==> src/inc/opr_map.svh <==
// register offsets, command codes, reset values and timing counts for the panel sequencer
`ifndef OPR_MAP_SVH
`define OPR_MAP_SVH
`define OPR_CLK_HZ 100000000
`define OPR_SETTLE_MS 100
`define OPR_SETTLE_CYC ((`OPR_CLK_HZ / 1000) * `OPR_SETTLE_MS)
`define OPR_ADR_CTRL 4'h0
`define OPR_ADR_STAT 4'h4
`define OPR_ADR_CMD 4'h8
`define OPR_ADR_DEV 4'hC
`define OPR_CMD_DISP_OFF 8'hAE
`define OPR_CMD_DISP_ON 8'hAF
`define OPR_CMD_PUMP 8'h8D
`define OPR_ARG_PUMP_ON 8'h14
`define OPR_ARG_PUMP_OFF 8'h10
`define OPR_CMD_CONTRAST 8'h81
`define OPR_CMD_RESUME 8'hA4
`define OPR_CMD_ALL_ON 8'hA5
`define OPR_CMD_NORMAL 8'hA6
`define OPR_CMD_INVERSE 8'hA7
`define OPR_CMD_SEG_NORM 8'hA0
`define OPR_CMD_SEG_REMAP 8'hA1
`define OPR_CMD_SCAN_NORM 8'hC0
`define OPR_CMD_SCAN_REV 8'hC8
`define OPR_CMD_OSC 8'hD5
`define OPR_CMD_PRECHG 8'hD9
`define OPR_ARG_OSC 8'h80
`define OPR_ARG_PRECHG 8'h21
`define OPR_CMD_COLHI 8'h12
`define OPR_CMD_START 8'h40
`define OPR_CMD_PAGE 8'hB0
`define OPR_RST_CONTRAST 8'h7F
`define OPR_RST_ZERO 8'h00
`define OPR_CTRL_UP 0
`define OPR_CTRL_DOWN 1
`define OPR_CTRL_PUMP 2
`define OPR_CTRL_RESET 3
`endif

==> src/inc/opr_pkg.sv <==
// types for the two ends of the panel sequencer: host states and panel decoder states
package opr_pkg;
	typedef enum logic [9:0] {
		OPR_IDLE = 10'h001,
		OPR_SEND = 10'h002,
		OPR_STROBE = 10'h004,
		OPR_RELEASE = 10'h008,
		OPR_PANEL_ON = 10'h010,
		OPR_WAIT_ON = 10'h020,
		OPR_PANEL_OFF = 10'h040,
		OPR_WAIT_OFF = 10'h080,
		OPR_LOGIC_OFF = 10'h100,
		OPR_NEXT = 10'h200
	} opr_state_t;
	typedef enum logic [2:0] {
		OPR_DEC_NONE = 3'h1,
		OPR_DEC_ARG = 3'h2,
		OPR_DEC_DONE = 3'h4
	} opr_dec_t;
endpackage

==> src/inc/opr_link_if.sv <==
// parallel write port and supply switches between host and panel
`timescale 1ns/1ps
interface opr_link_if;
	logic panel_reset_n;
	logic cmd_data_select;
	logic cs_n;
	logic wr_n;
	logic [7:0] data;
	logic logic_supply_en;
	logic panel_supply_en;
	modport host (output panel_reset_n, output cmd_data_select, output cs_n, output wr_n, output data,
		output logic_supply_en, output panel_supply_en);
	modport panel (input panel_reset_n, input cmd_data_select, input cs_n, input wr_n, input data,
		input logic_supply_en, input panel_supply_en);
endinterface

==> src/verilog/opr_host.sv <==
// host end: wishbone-driven power sequencing and init command stream
//
// The implementer's own choices: the Wishbone interface to the registers and the register offsets.
`timescale 1ns/1ps
`include "opr_map.svh"
////////////////////////////////////////////////////////////////////////////////
// Operation
// - wait 100 ms before display on
// - logic, off, init, clear, panel, on
// - off, drop panel, wait, drop logic
// - logic supply never off before panel
// - reset restores normal column/row mapping
// - reset clears serial shift stage
// - reset zeroes start line, column, scan
// - reset loads contrast 7Fh
// - reset resumes normal RAM display
// - 8D with 14 on, 10 off
// - oscillator 80 then precharge 21
// - column 00/12, start 40, page B0
// - reapply reset after noise corruption
module opr_host #(
	parameter int unsigned SETTLE_CYC = `OPR_SETTLE_CYC
) (
	input wire logic ref_clk_in,
	input wire logic reset_n_in,
	input wire logic wb_cyc_in,
	input wire logic wb_stb_in,
	input wire logic wb_we_in,
	input wire logic [3:0] wb_adr_in,
	input wire logic [31:0] wb_dat_in,
	input wire logic [3:0] wb_sel_in,
	output logic [31:0] wb_dat_out,
	output logic wb_ack_out,
	opr_link_if.host link
);
	localparam int ROM_LEN = 28;
	localparam int CLEAR_LEN = 48;
	// init stream; flag bit 8 marks data, bit 9 marks clear-screen repeat
	function automatic logic [9:0] rom(input logic [5:0] i, input logic pump);
		case (i)
			6'd0: rom = {2'b00, `OPR_CMD_DISP_OFF};
			6'd1: rom = 10'h000;
			6'd2: rom = {2'b00, `OPR_CMD_COLHI};
			6'd3: rom = {2'b00, `OPR_CMD_START};
			6'd4: rom = {2'b00, `OPR_CMD_PAGE};
			6'd5: rom = {2'b00, `OPR_CMD_CONTRAST};
			6'd6: rom = 10'h0FF;
			6'd7: rom = {2'b00, `OPR_CMD_SEG_REMAP};
			6'd8: rom = 10'h0A6;
			6'd9: rom = 10'h0A8;
			6'd10: rom = 10'h02F;
			6'd11: rom = {2'b00, `OPR_CMD_SCAN_REV};
			6'd12: rom = 10'h0D3;
			6'd13: rom = 10'h000;
			6'd14: rom = {2'b00, `OPR_CMD_OSC};
			6'd15: rom = {2'b00, `OPR_ARG_OSC};
			6'd16: rom = {2'b00, `OPR_CMD_PRECHG};
			6'd17: rom = {2'b00, `OPR_ARG_PRECHG};
			6'd18: rom = 10'h0DA;
			6'd19: rom = 10'h012;
			6'd20: rom = 10'h0DB;
			6'd21: rom = 10'h040;
			6'd22: rom = {2'b00, `OPR_CMD_PUMP};
			6'd23: rom = {2'b00, (pump ? `OPR_ARG_PUMP_ON : `OPR_ARG_PUMP_OFF)};
			6'd24: rom = {2'b00, `OPR_CMD_PAGE};
			6'd25: rom = 10'h000;
			6'd26: rom = 10'h010;
			default: rom = 10'h300; // clear-screen data burst
		endcase
	endfunction
	opr_pkg::opr_state_t st_r, st_nxt;
	logic [31:0] cnt_r, cnt_nxt;
	logic [5:0] idx_r, idx_nxt;
	logic [5:0] rep_r, rep_nxt;
	logic [9:0] cur_r, cur_nxt;
	logic going_up_r, going_up_nxt;
	logic pump_r, pump_nxt, rst_cmd_r, rst_cmd_nxt;
	logic logic_en_r, logic_en_nxt, panel_en_r, panel_en_nxt;
	logic dcs_r, dcs_nxt, cs_n_r, cs_n_nxt, wr_n_r, wr_n_nxt;
	logic [7:0] dat_r, dat_nxt, single_r, single_nxt;
	logic single_pend_r, single_pend_nxt, single_dc_r, single_dc_nxt;
	logic disp_on_r, disp_on_nxt;
	logic ack_r, ack_nxt;
	logic [31:0] rdat_r, rdat_nxt;
	logic wr_req, busy;
	logic [31:0] stat_word;
	assign busy = (st_r != opr_pkg::OPR_IDLE);
	assign wr_req = wb_cyc_in && wb_stb_in && wb_we_in && ack_r && wb_sel_in[0];
	assign stat_word = {16'h0000, 6'h00, st_r};
	////////////////////////////////////////////////////////////////////////////////
	always_comb begin
		st_nxt = st_r;
		cnt_nxt = cnt_r;
		idx_nxt = idx_r;
		rep_nxt = rep_r;
		cur_nxt = cur_r;
		going_up_nxt = going_up_r;
		pump_nxt = pump_r;
		rst_cmd_nxt = rst_cmd_r;
		logic_en_nxt = logic_en_r;
		panel_en_nxt = panel_en_r;
		dcs_nxt = dcs_r;
		cs_n_nxt = cs_n_r;
		wr_n_nxt = wr_n_r;
		dat_nxt = dat_r;
		single_nxt = single_r;
		single_pend_nxt = single_pend_r;
		single_dc_nxt = single_dc_r;
		disp_on_nxt = disp_on_r;
		ack_nxt = wb_cyc_in && wb_stb_in && !ack_r;
		rdat_nxt = 32'h0000_0000;
		if (wb_cyc_in && wb_stb_in && !ack_r && !wb_we_in) begin
			case (wb_adr_in)
				`OPR_ADR_CTRL: rdat_nxt = {28'h0000000, rst_cmd_r, pump_r, 2'b00};
				`OPR_ADR_STAT: rdat_nxt = {stat_word[31:4], disp_on_r, panel_en_r, logic_en_r, busy};
				default: rdat_nxt = 32'h0000_0000;
			endcase
		end
		if (wr_req && wb_adr_in == `OPR_ADR_CTRL) begin
			pump_nxt = wb_dat_in[`OPR_CTRL_PUMP];
			rst_cmd_nxt = wb_dat_in[`OPR_CTRL_RESET];
		end
		case (st_r)
			opr_pkg::OPR_IDLE: begin
				if (wr_req && wb_adr_in == `OPR_ADR_CTRL && wb_dat_in[`OPR_CTRL_UP]) begin
					logic_en_nxt = 1'b1;
					going_up_nxt = 1'b1;
					idx_nxt = 6'd0;
					rep_nxt = 6'd0;
					st_nxt = opr_pkg::OPR_NEXT;
				end else if (wr_req && wb_adr_in == `OPR_ADR_CTRL && wb_dat_in[`OPR_CTRL_DOWN]) begin
					going_up_nxt = 1'b0;
					cur_nxt = {2'b00, `OPR_CMD_DISP_OFF};
					idx_nxt = ROM_LEN[5:0];
					st_nxt = opr_pkg::OPR_SEND;
				end else if (single_pend_r && logic_en_r) begin
					single_pend_nxt = 1'b0;
					cur_nxt = {1'b0, single_dc_r, single_r};
					idx_nxt = ROM_LEN[5:0];
					st_nxt = opr_pkg::OPR_SEND;
				end
				if (wr_req && (wb_adr_in == `OPR_ADR_CMD || wb_adr_in == `OPR_ADR_DEV)) begin
					single_nxt = wb_dat_in[7:0];
					single_dc_nxt = (wb_adr_in == `OPR_ADR_DEV);
					single_pend_nxt = 1'b1;
				end
			end
			opr_pkg::OPR_NEXT: begin
				if (idx_r == ROM_LEN[5:0]) begin
					st_nxt = opr_pkg::OPR_PANEL_ON;
				end else begin
					cur_nxt = rom(idx_r, pump_r);
					st_nxt = opr_pkg::OPR_SEND;
				end
			end
			opr_pkg::OPR_SEND: begin
				dcs_nxt = cur_r[8] | cur_r[9];
				cs_n_nxt = 1'b0;
				wr_n_nxt = 1'b0;
				dat_nxt = cur_r[9] ? 8'h00 : cur_r[7:0];
				st_nxt = opr_pkg::OPR_STROBE;
			end
			opr_pkg::OPR_STROBE: begin
				wr_n_nxt = 1'b1;
				st_nxt = opr_pkg::OPR_RELEASE;
			end
			opr_pkg::OPR_RELEASE: begin
				cs_n_nxt = 1'b1;
				if (cur_r[7:0] == `OPR_CMD_DISP_ON && !cur_r[8]) disp_on_nxt = 1'b1;
				if (cur_r[7:0] == `OPR_CMD_DISP_OFF && !cur_r[8]) disp_on_nxt = 1'b0;
				if (!going_up_r && cur_r == {2'b00, `OPR_CMD_DISP_OFF} && panel_en_r) begin
					st_nxt = opr_pkg::OPR_PANEL_OFF;
				end else if (idx_r == ROM_LEN[5:0]) begin
					st_nxt = opr_pkg::OPR_IDLE;
				end else if (cur_r[9] && rep_r != CLEAR_LEN[5:0]) begin
					rep_nxt = rep_r + 6'd1;
					st_nxt = opr_pkg::OPR_SEND;
				end else begin
					idx_nxt = idx_r + 6'd1;
					rep_nxt = 6'd0;
					st_nxt = opr_pkg::OPR_NEXT;
				end
			end
			opr_pkg::OPR_PANEL_ON: begin
				panel_en_nxt = 1'b1;
				cnt_nxt = 32'h0000_0000;
				st_nxt = opr_pkg::OPR_WAIT_ON;
			end
			opr_pkg::OPR_WAIT_ON: begin
				cnt_nxt = cnt_r + 32'h0000_0001;
				if (cnt_r == SETTLE_CYC - 1) begin
					cur_nxt = {2'b00, `OPR_CMD_DISP_ON};
					idx_nxt = ROM_LEN[5:0];
					st_nxt = opr_pkg::OPR_SEND;
				end
			end
			opr_pkg::OPR_PANEL_OFF: begin
				panel_en_nxt = 1'b0;
				cnt_nxt = 32'h0000_0000;
				st_nxt = opr_pkg::OPR_WAIT_OFF;
			end
			opr_pkg::OPR_WAIT_OFF: begin
				cnt_nxt = cnt_r + 32'h0000_0001;
				if (cnt_r == SETTLE_CYC - 1) st_nxt = opr_pkg::OPR_LOGIC_OFF;
			end
			opr_pkg::OPR_LOGIC_OFF: begin
				if (!panel_en_r) logic_en_nxt = 1'b0;
				st_nxt = opr_pkg::OPR_IDLE;
			end
			default: st_nxt = opr_pkg::OPR_IDLE;
		endcase
	end
	always_ff @(posedge ref_clk_in) begin
		if (!reset_n_in) begin
			st_r <= opr_pkg::OPR_IDLE;
			cnt_r <= 32'h0000_0000;
			idx_r <= 6'h00;
			rep_r <= 6'h00;
			cur_r <= 10'h000;
			going_up_r <= 1'b0;
			pump_r <= 1'b0;
			rst_cmd_r <= 1'b0;
			logic_en_r <= 1'b0;
			panel_en_r <= 1'b0;
			dcs_r <= 1'b0;
			cs_n_r <= 1'b1;
			wr_n_r <= 1'b1;
			dat_r <= 8'h00;
			single_r <= 8'h00;
			single_pend_r <= 1'b0;
			single_dc_r <= 1'b0;
			disp_on_r <= 1'b0;
			ack_r <= 1'b0;
			rdat_r <= 32'h0000_0000;
		end else begin
			st_r <= st_nxt;
			cnt_r <= cnt_nxt;
			idx_r <= idx_nxt;
			rep_r <= rep_nxt;
			cur_r <= cur_nxt;
			going_up_r <= going_up_nxt;
			pump_r <= pump_nxt;
			rst_cmd_r <= rst_cmd_nxt;
			logic_en_r <= logic_en_nxt;
			panel_en_r <= panel_en_nxt;
			dcs_r <= dcs_nxt;
			cs_n_r <= cs_n_nxt;
			wr_n_r <= wr_n_nxt;
			dat_r <= dat_nxt;
			single_r <= single_nxt;
			single_pend_r <= single_pend_nxt;
			single_dc_r <= single_dc_nxt;
			disp_on_r <= disp_on_nxt;
			ack_r <= ack_nxt;
			rdat_r <= rdat_nxt;
		end
	end
	assign wb_ack_out = ack_r;
	assign wb_dat_out = rdat_r;
	assign link.panel_reset_n = ~rst_cmd_r;
	assign link.cmd_data_select = dcs_r;
	assign link.cs_n = cs_n_r;
	assign link.wr_n = wr_n_r;
	assign link.data = dat_r;
	assign link.logic_supply_en = logic_en_r;
	assign link.panel_supply_en = panel_en_r;
endmodule

==> src/flat_wrapper.sv <==
// flat-port wrapper written by rule: the top's interface ports become plain ports
module opr_host_flat 
#(
	parameter int unsigned SETTLE_CYC = `OPR_SETTLE_CYC
)
  (ref_clk_in, reset_n_in, wb_cyc_in, wb_stb_in, wb_we_in, wb_adr_in, wb_dat_in, wb_sel_in, wb_dat_out, wb_ack_out, link_panel_reset_n, link_cmd_data_select, link_cs_n, link_wr_n, link_data, link_logic_supply_en, link_panel_supply_en);
  opr_link_if link_i ();
  input wire logic ref_clk_in;
  input wire logic reset_n_in;
  input wire logic wb_cyc_in;
  input wire logic wb_stb_in;
  input wire logic wb_we_in;
  input wire logic [3:0] wb_adr_in;
  input wire logic [31:0] wb_dat_in;
  input wire logic [3:0] wb_sel_in;
  output logic [31:0] wb_dat_out;
  output logic wb_ack_out;
  output wire logic [$bits(link_i.panel_reset_n)-1:0] link_panel_reset_n;
  output wire logic [$bits(link_i.cmd_data_select)-1:0] link_cmd_data_select;
  output wire logic [$bits(link_i.cs_n)-1:0] link_cs_n;
  output wire logic [$bits(link_i.wr_n)-1:0] link_wr_n;
  output wire logic [$bits(link_i.data)-1:0] link_data;
  output wire logic [$bits(link_i.logic_supply_en)-1:0] link_logic_supply_en;
  output wire logic [$bits(link_i.panel_supply_en)-1:0] link_panel_supply_en;
  assign link_panel_reset_n = link_i.panel_reset_n;
  assign link_cmd_data_select = link_i.cmd_data_select;
  assign link_cs_n = link_i.cs_n;
  assign link_wr_n = link_i.wr_n;
  assign link_data = link_i.data;
  assign link_logic_supply_en = link_i.logic_supply_en;
  assign link_panel_supply_en = link_i.panel_supply_en;
  opr_host #(.SETTLE_CYC(SETTLE_CYC)) u_core (.ref_clk_in(ref_clk_in), .reset_n_in(reset_n_in), .wb_cyc_in(wb_cyc_in), .wb_stb_in(wb_stb_in), .wb_we_in(wb_we_in), .wb_adr_in(wb_adr_in), .wb_dat_in(wb_dat_in), .wb_sel_in(wb_sel_in), .wb_dat_out(wb_dat_out), .wb_ack_out(wb_ack_out), .link(link_i));
endmodule
==> config.mk <==
export PLATFORM = sky130hd
export DESIGN_NAME = opr_host_flat
export DESIGN_NICKNAME = d
export VERILOG_FILES = /design/src/inc/opr_pkg.sv /design/src/inc/opr_link_if.sv /design/src/verilog/opr_host.sv /design/src/flat_wrapper.sv
export VERILOG_INCLUDE_DIRS = /design/src /design/src/inc
export SDC_FILE = /design/constraint.sdc
export NUM_CORES = 1
export LEC_CHECK = 0
export BUFFER_PORTS_ARGS = -buffer_cell sky130_fd_sc_hd__buf_2
export CAP_MARGIN = 20
export CORE_ASPECT_RATIO = 1.4
export CORE_MARGIN = 3
export CORE_UTILIZATION = 41
export CTS_CLUSTER_DIAMETER = 50
export DETAILED_ROUTE_END_ITERATION = 10
export PLACE_DENSITY = 0.66
export SYNTH_ARGS = -nofsm -noshare
export SYNTH_HDL_FRONTEND = slang
export SYNTH_SLANG_ARGS = --single-unit
==> constraint.sdc <==
create_clock -name ref_clk_in -period 2.9 [get_ports ref_clk_in]
set_clock_uncertainty 0.15 [all_clocks]
set_input_delay 0.145 -clock ref_clk_in [delete_from_list [all_inputs] [get_ports ref_clk_in]]
set_output_delay 0.145 -clock ref_clk_in [all_outputs]
set_load 0.005 [all_outputs]
==> impl_metrics.py <==
metrics = {
    "outcome": {
        "outcome": "finished, final reports clean",
    },
    "place": {
        "post-dp-hpwl_um": 11080,
        "io_buffers": 42,
        "dpl-instance-area_mm2": 0.006095,
        "routabilityCongestion": 0.8841,
        "pre_cts_ws_ns": -0.01326,
    },
    "drt": {
        "dr_total_vias": 5598,
        "drt_wl_total_um": 15600,
        "drc": 0,
        "drtIter0Drc": 307,
        "detail_route.vias_per_cell": 5.801,
        "drt.antenna.violating_nets": 0,
        "routedWlPerCell_um": 16.16,
        "drtPass1Iterations": 5,
    },
    "yosys": {
        "yosysSeqAreaShare_pct": 36.22,
        "synth.area.top_cells": "dfxtp_1 36%, nor2_1 6.1%, a21oi_1 4.5%, mux2i_1 4.1%, nand2_1 3.5%",
        "synth_top_family_by_area": "simple AND/OR/NAND/NOR gates",
        "synth_compound_area_share_pct": 18.02,
        "yosys.area.top_type": "dfxtp_1",
        "avgSynthCellArea_um2": 7.896,
        "dominantRegCellSynth": "dfxtp_1",
        "synth_edf_count": 0,
        "muxShareOfSynthArea_pct": 4.483,
        "yosys_warnings": 0,
        "syn_inst": 714,
        "yosys.area_share.simple_pct": 31.60,
        "ys_ff_latch": 102,
        "synth_top_area_share_pct": 36.22,
        "yosysMostFrequentCell": "dfxtp_1",
        "async_flop_share_pct": 0,
        "synth_area_mm2": 0.005638,
        "synth_xor_area_share_pct": 0.9321,
        "ys_types": 72,
        "synth_common_cells": "102 x dfxtp_1, 91 x nor2_1, 53 x nand2_1, 51 x a21oi_1, 40 x clkbuf_1",
        "synth_adder_area_share_pct": 1.553,
    },
    "clock_network": {
        "cts_buffers": 9,
        "clockBufferDepth": 2,
        "cts.sinks": 102,
        "cts-root-buf": "clkbuf_16",
        "clk_latency_ns": 0.36,
        "cts_tree": "yes",
        "clk_pin_slew_worst_paths_ns": 0.08,
        "htreeDepth": 3,
    },
    "worst_setup_path": {
        "path_max_fanout": 7,
        "worst_setup_path_end_kind": "flop",
        "path_cells": "or4b_1 > or4_4 > o31a_1 > a311oi_4 > buf_6 > buf_4 > mux2i_1 > nor2_1",
        "slowest_stage": "or4_4",
        "worst_setup_path_start_kind": "flop",
        "critPathMaxStageDelay_ns": 0.53,
        "worst_ep_required_time_ns": 2.96,
        "cp.arrival_ns": 2.90,
        "worstSetupPathType": "reg -> reg",
        "r2r_setup_slack_ns": 0.07,
    },
    "pwr": {
        "p_sw_share_pct": 27.45,
        "p_sw_mw": 0.8097,
        "ir_drop_mv": 0.3565,
        "p_leak_nw": 2.532,
        "p_seq_share_pct": 49.4,
        "intPower_mw": 2.141,
        "combinationalPowerShare_pct": 9.4,
        "clkPwrFrac_pct": 41.2,
        "power.density_mw_per_mm2": 447.3,
    },
    "floorplanning": {
        "core_area_mm2": 0.01339,
        "row_count": 50,
        "die-width_um": 105.1,
        "die_y_um": 144.8,
        "start_util_pct": 42.11,
        "dieArea_mm2": 0.01521,
        "pin_count": 92,
    },
    "global_route": {
        "antenna_found_initial": 0,
        "grt_usage_pct": 20.10,
        "grt_use_met1_pct": 21.43,
        "grt_pass1_wl_um": 25170,
        "busiest_layer": "met2",
        "grt_use_met3_pct": 2.841,
        "grt_use_met2_pct": 38.92,
        "grt_pass1_vias": 5373,
        "grt_overflow": 0,
        "grt_start_max_net_pins": 49,
    },
    "layout": {
        "n_antenna_cell": 0,
        "regArea_mm2": 0.002046,
        "nets": 830,
        "drive_gt1_share_pct": 16.35,
        "n_fill_cell": 1373,
        "multiInputGateArea_mm2": 0.003294,
        "final_area_mm2": 0.006596,
        "syn2layout_area_growth_pct": 17.00,
    },
    "sta": {
        "post-route-period-util_pct": 97.75,
        "final.setup.worst_slack_ns": 0.06521,
        "max_freq_mhz": 352.8,
        "hold_slack_ns": 0.02745,
        "slew_headroom_pct": 40.84,
        "setup_violations": 0,
        "hold_viol": 0,
        "drv_slew": 0,
        "worst_pin_slew_ns": 0.8861,
        "fin_crit_ns": 2.835,
    },
    "job": {
        "cap_violations": 0,
    },
    "min_path": {
        "hp-class": "in -> reg",
    },
}
==> layout by cell type (no fill, tap or decap), types with 4 or more instances in the layout <==
cell type,instances
clkbuf_16,9
and2_1,13
nor4_1,9
dfxtp_1,99
mux2i_1,23
o21ai_0,31
nor3b_1,10
nor2b_1,5
buf_4,42
o211ai_1,9
nand3_1,35
or4_1,6
nand2_1,53
nand3b_1,11
nand2b_1,10
and4_1,6
a311oi_1,4
a31oi_1,9
nor3_1,21
inv_1,14
and3_1,13
xor2_1,5
or3_1,8
buf_2,43
a21oi_1,51
a211oi_1,6
nor2_1,90
or2_2,4
o21a_1,5
dlygate4sd3_1,12
ha_1,7
nand4_1,21
conb_1,22
==> metrics by stage <==
step | cells | util [%] | TNS [ns] | total power, mW
3_5_place_dp | 930 | 45.52 | -0.01326 | 1.743
2_1_floorplan | 735 | - | 0 | 1.672
6_report | 965 | 49.27 | 0 | 2.950
3_3_place_gp | 930 | 45.52 | 0 | 1.733
4_1_cts | 958 | 48.65 | 0 | 2.960
5_1_grt | 965 | 49.27 | -0.009085 | 3.048
==> power groups by stage <==
stage | Combinational, mW | Clock, mW | Sequential, mW
2_1_floorplan | 0.224 | 0 | 1.45
3_3_place_gp | 0.249 | 0 | 1.48
3_5_place_dp | 0.255 | 0 | 1.49
4_1_cts | 0.268 | 1.24 | 1.45
5_1_grt | 0.302 | 1.29 | 1.46
6_report | 0.277 | 1.22 | 1.46
==> worst paths after layout <==
check | start | endpoint | cells past startpoint
max | u_core.cnt_r[14]$_SDFFE_PN0P_ | u_core.cur_r[9]$_SDFFE_PN0P_ | 8
min | wb_we_in | u_core.wb_dat_out[3]$_SDFF_PN0_ | 3
max reg2reg | u_core.cnt_r[14]$_SDFFE_PN0P_ | u_core.cur_r[9]$_SDFFE_PN0P_ | 8
min reg2reg | u_core.rep_r[5]$_SDFFE_PN0P_ | u_core.rep_r[5]$_SDFFE_PN0P_ | 2
==> metal layers <==
layer | vias up | routed length [µm]
met3 | 41 | 655
met2 | 156 | 8497
met5 | - | 0
met4 | 0 | 451
met1 | 2717 | 5995
li1 | 2684 | -
==> worst max-delay path: cells and delay by family (launching register included) <==
kind / cells / cell delay (ns)
AOI/OAI and AO/OA: 2 / 0.65
buffers and inverters: 2 / 0.27
DFF: 1 / 0.33
muxes: 1 / 0.17
and+or+nand+nor: 3 / 1.11
==> kinds of logic (layout without fill, tap and decap cells) <==
family,count (synthesis),in the layout
buf+inv,82,130
mux,25,25
simple gates,336,336
fa+ha+maj,7,7
compound gates,155,155
other cells,1,22
xor+xnor,6,6
flops,102,102
==> flip-flops by register name, indices dropped and copies added, names as in the netlist, 6 cells and up <==
name / cells
u_core.single_r: 8
u_core.st_r: 10
u_core.link.data: 8
u_core.cur_r: 10
u_core.wb_dat_out: 10
u_core.cnt_r: 32
u_core.rep_r: 6
u_core.idx_r: 6
==> layout make-up <==
type,count,share of cell area [%]
clock buffer,9,3.414
clock inverter,7,1.119
inverter,15,0.8536
multi-input combinational,551,49.94
sequential,102,31.01
tap,182,3.452
timing repair buffer,99,10.20
==> timing repair <==
action / CTS / global route
hold endpoints to repair: 15 / 0
hold buffers: 12 / 0
gates resized for setup: 0 / 10
setup endpoints to repair: 4 / 12
pin swaps: 1 / 3
setup buffers: 0 / 6
cloned: 0 / 1
No activity file was read; power rests on OpenSTA's default activity.
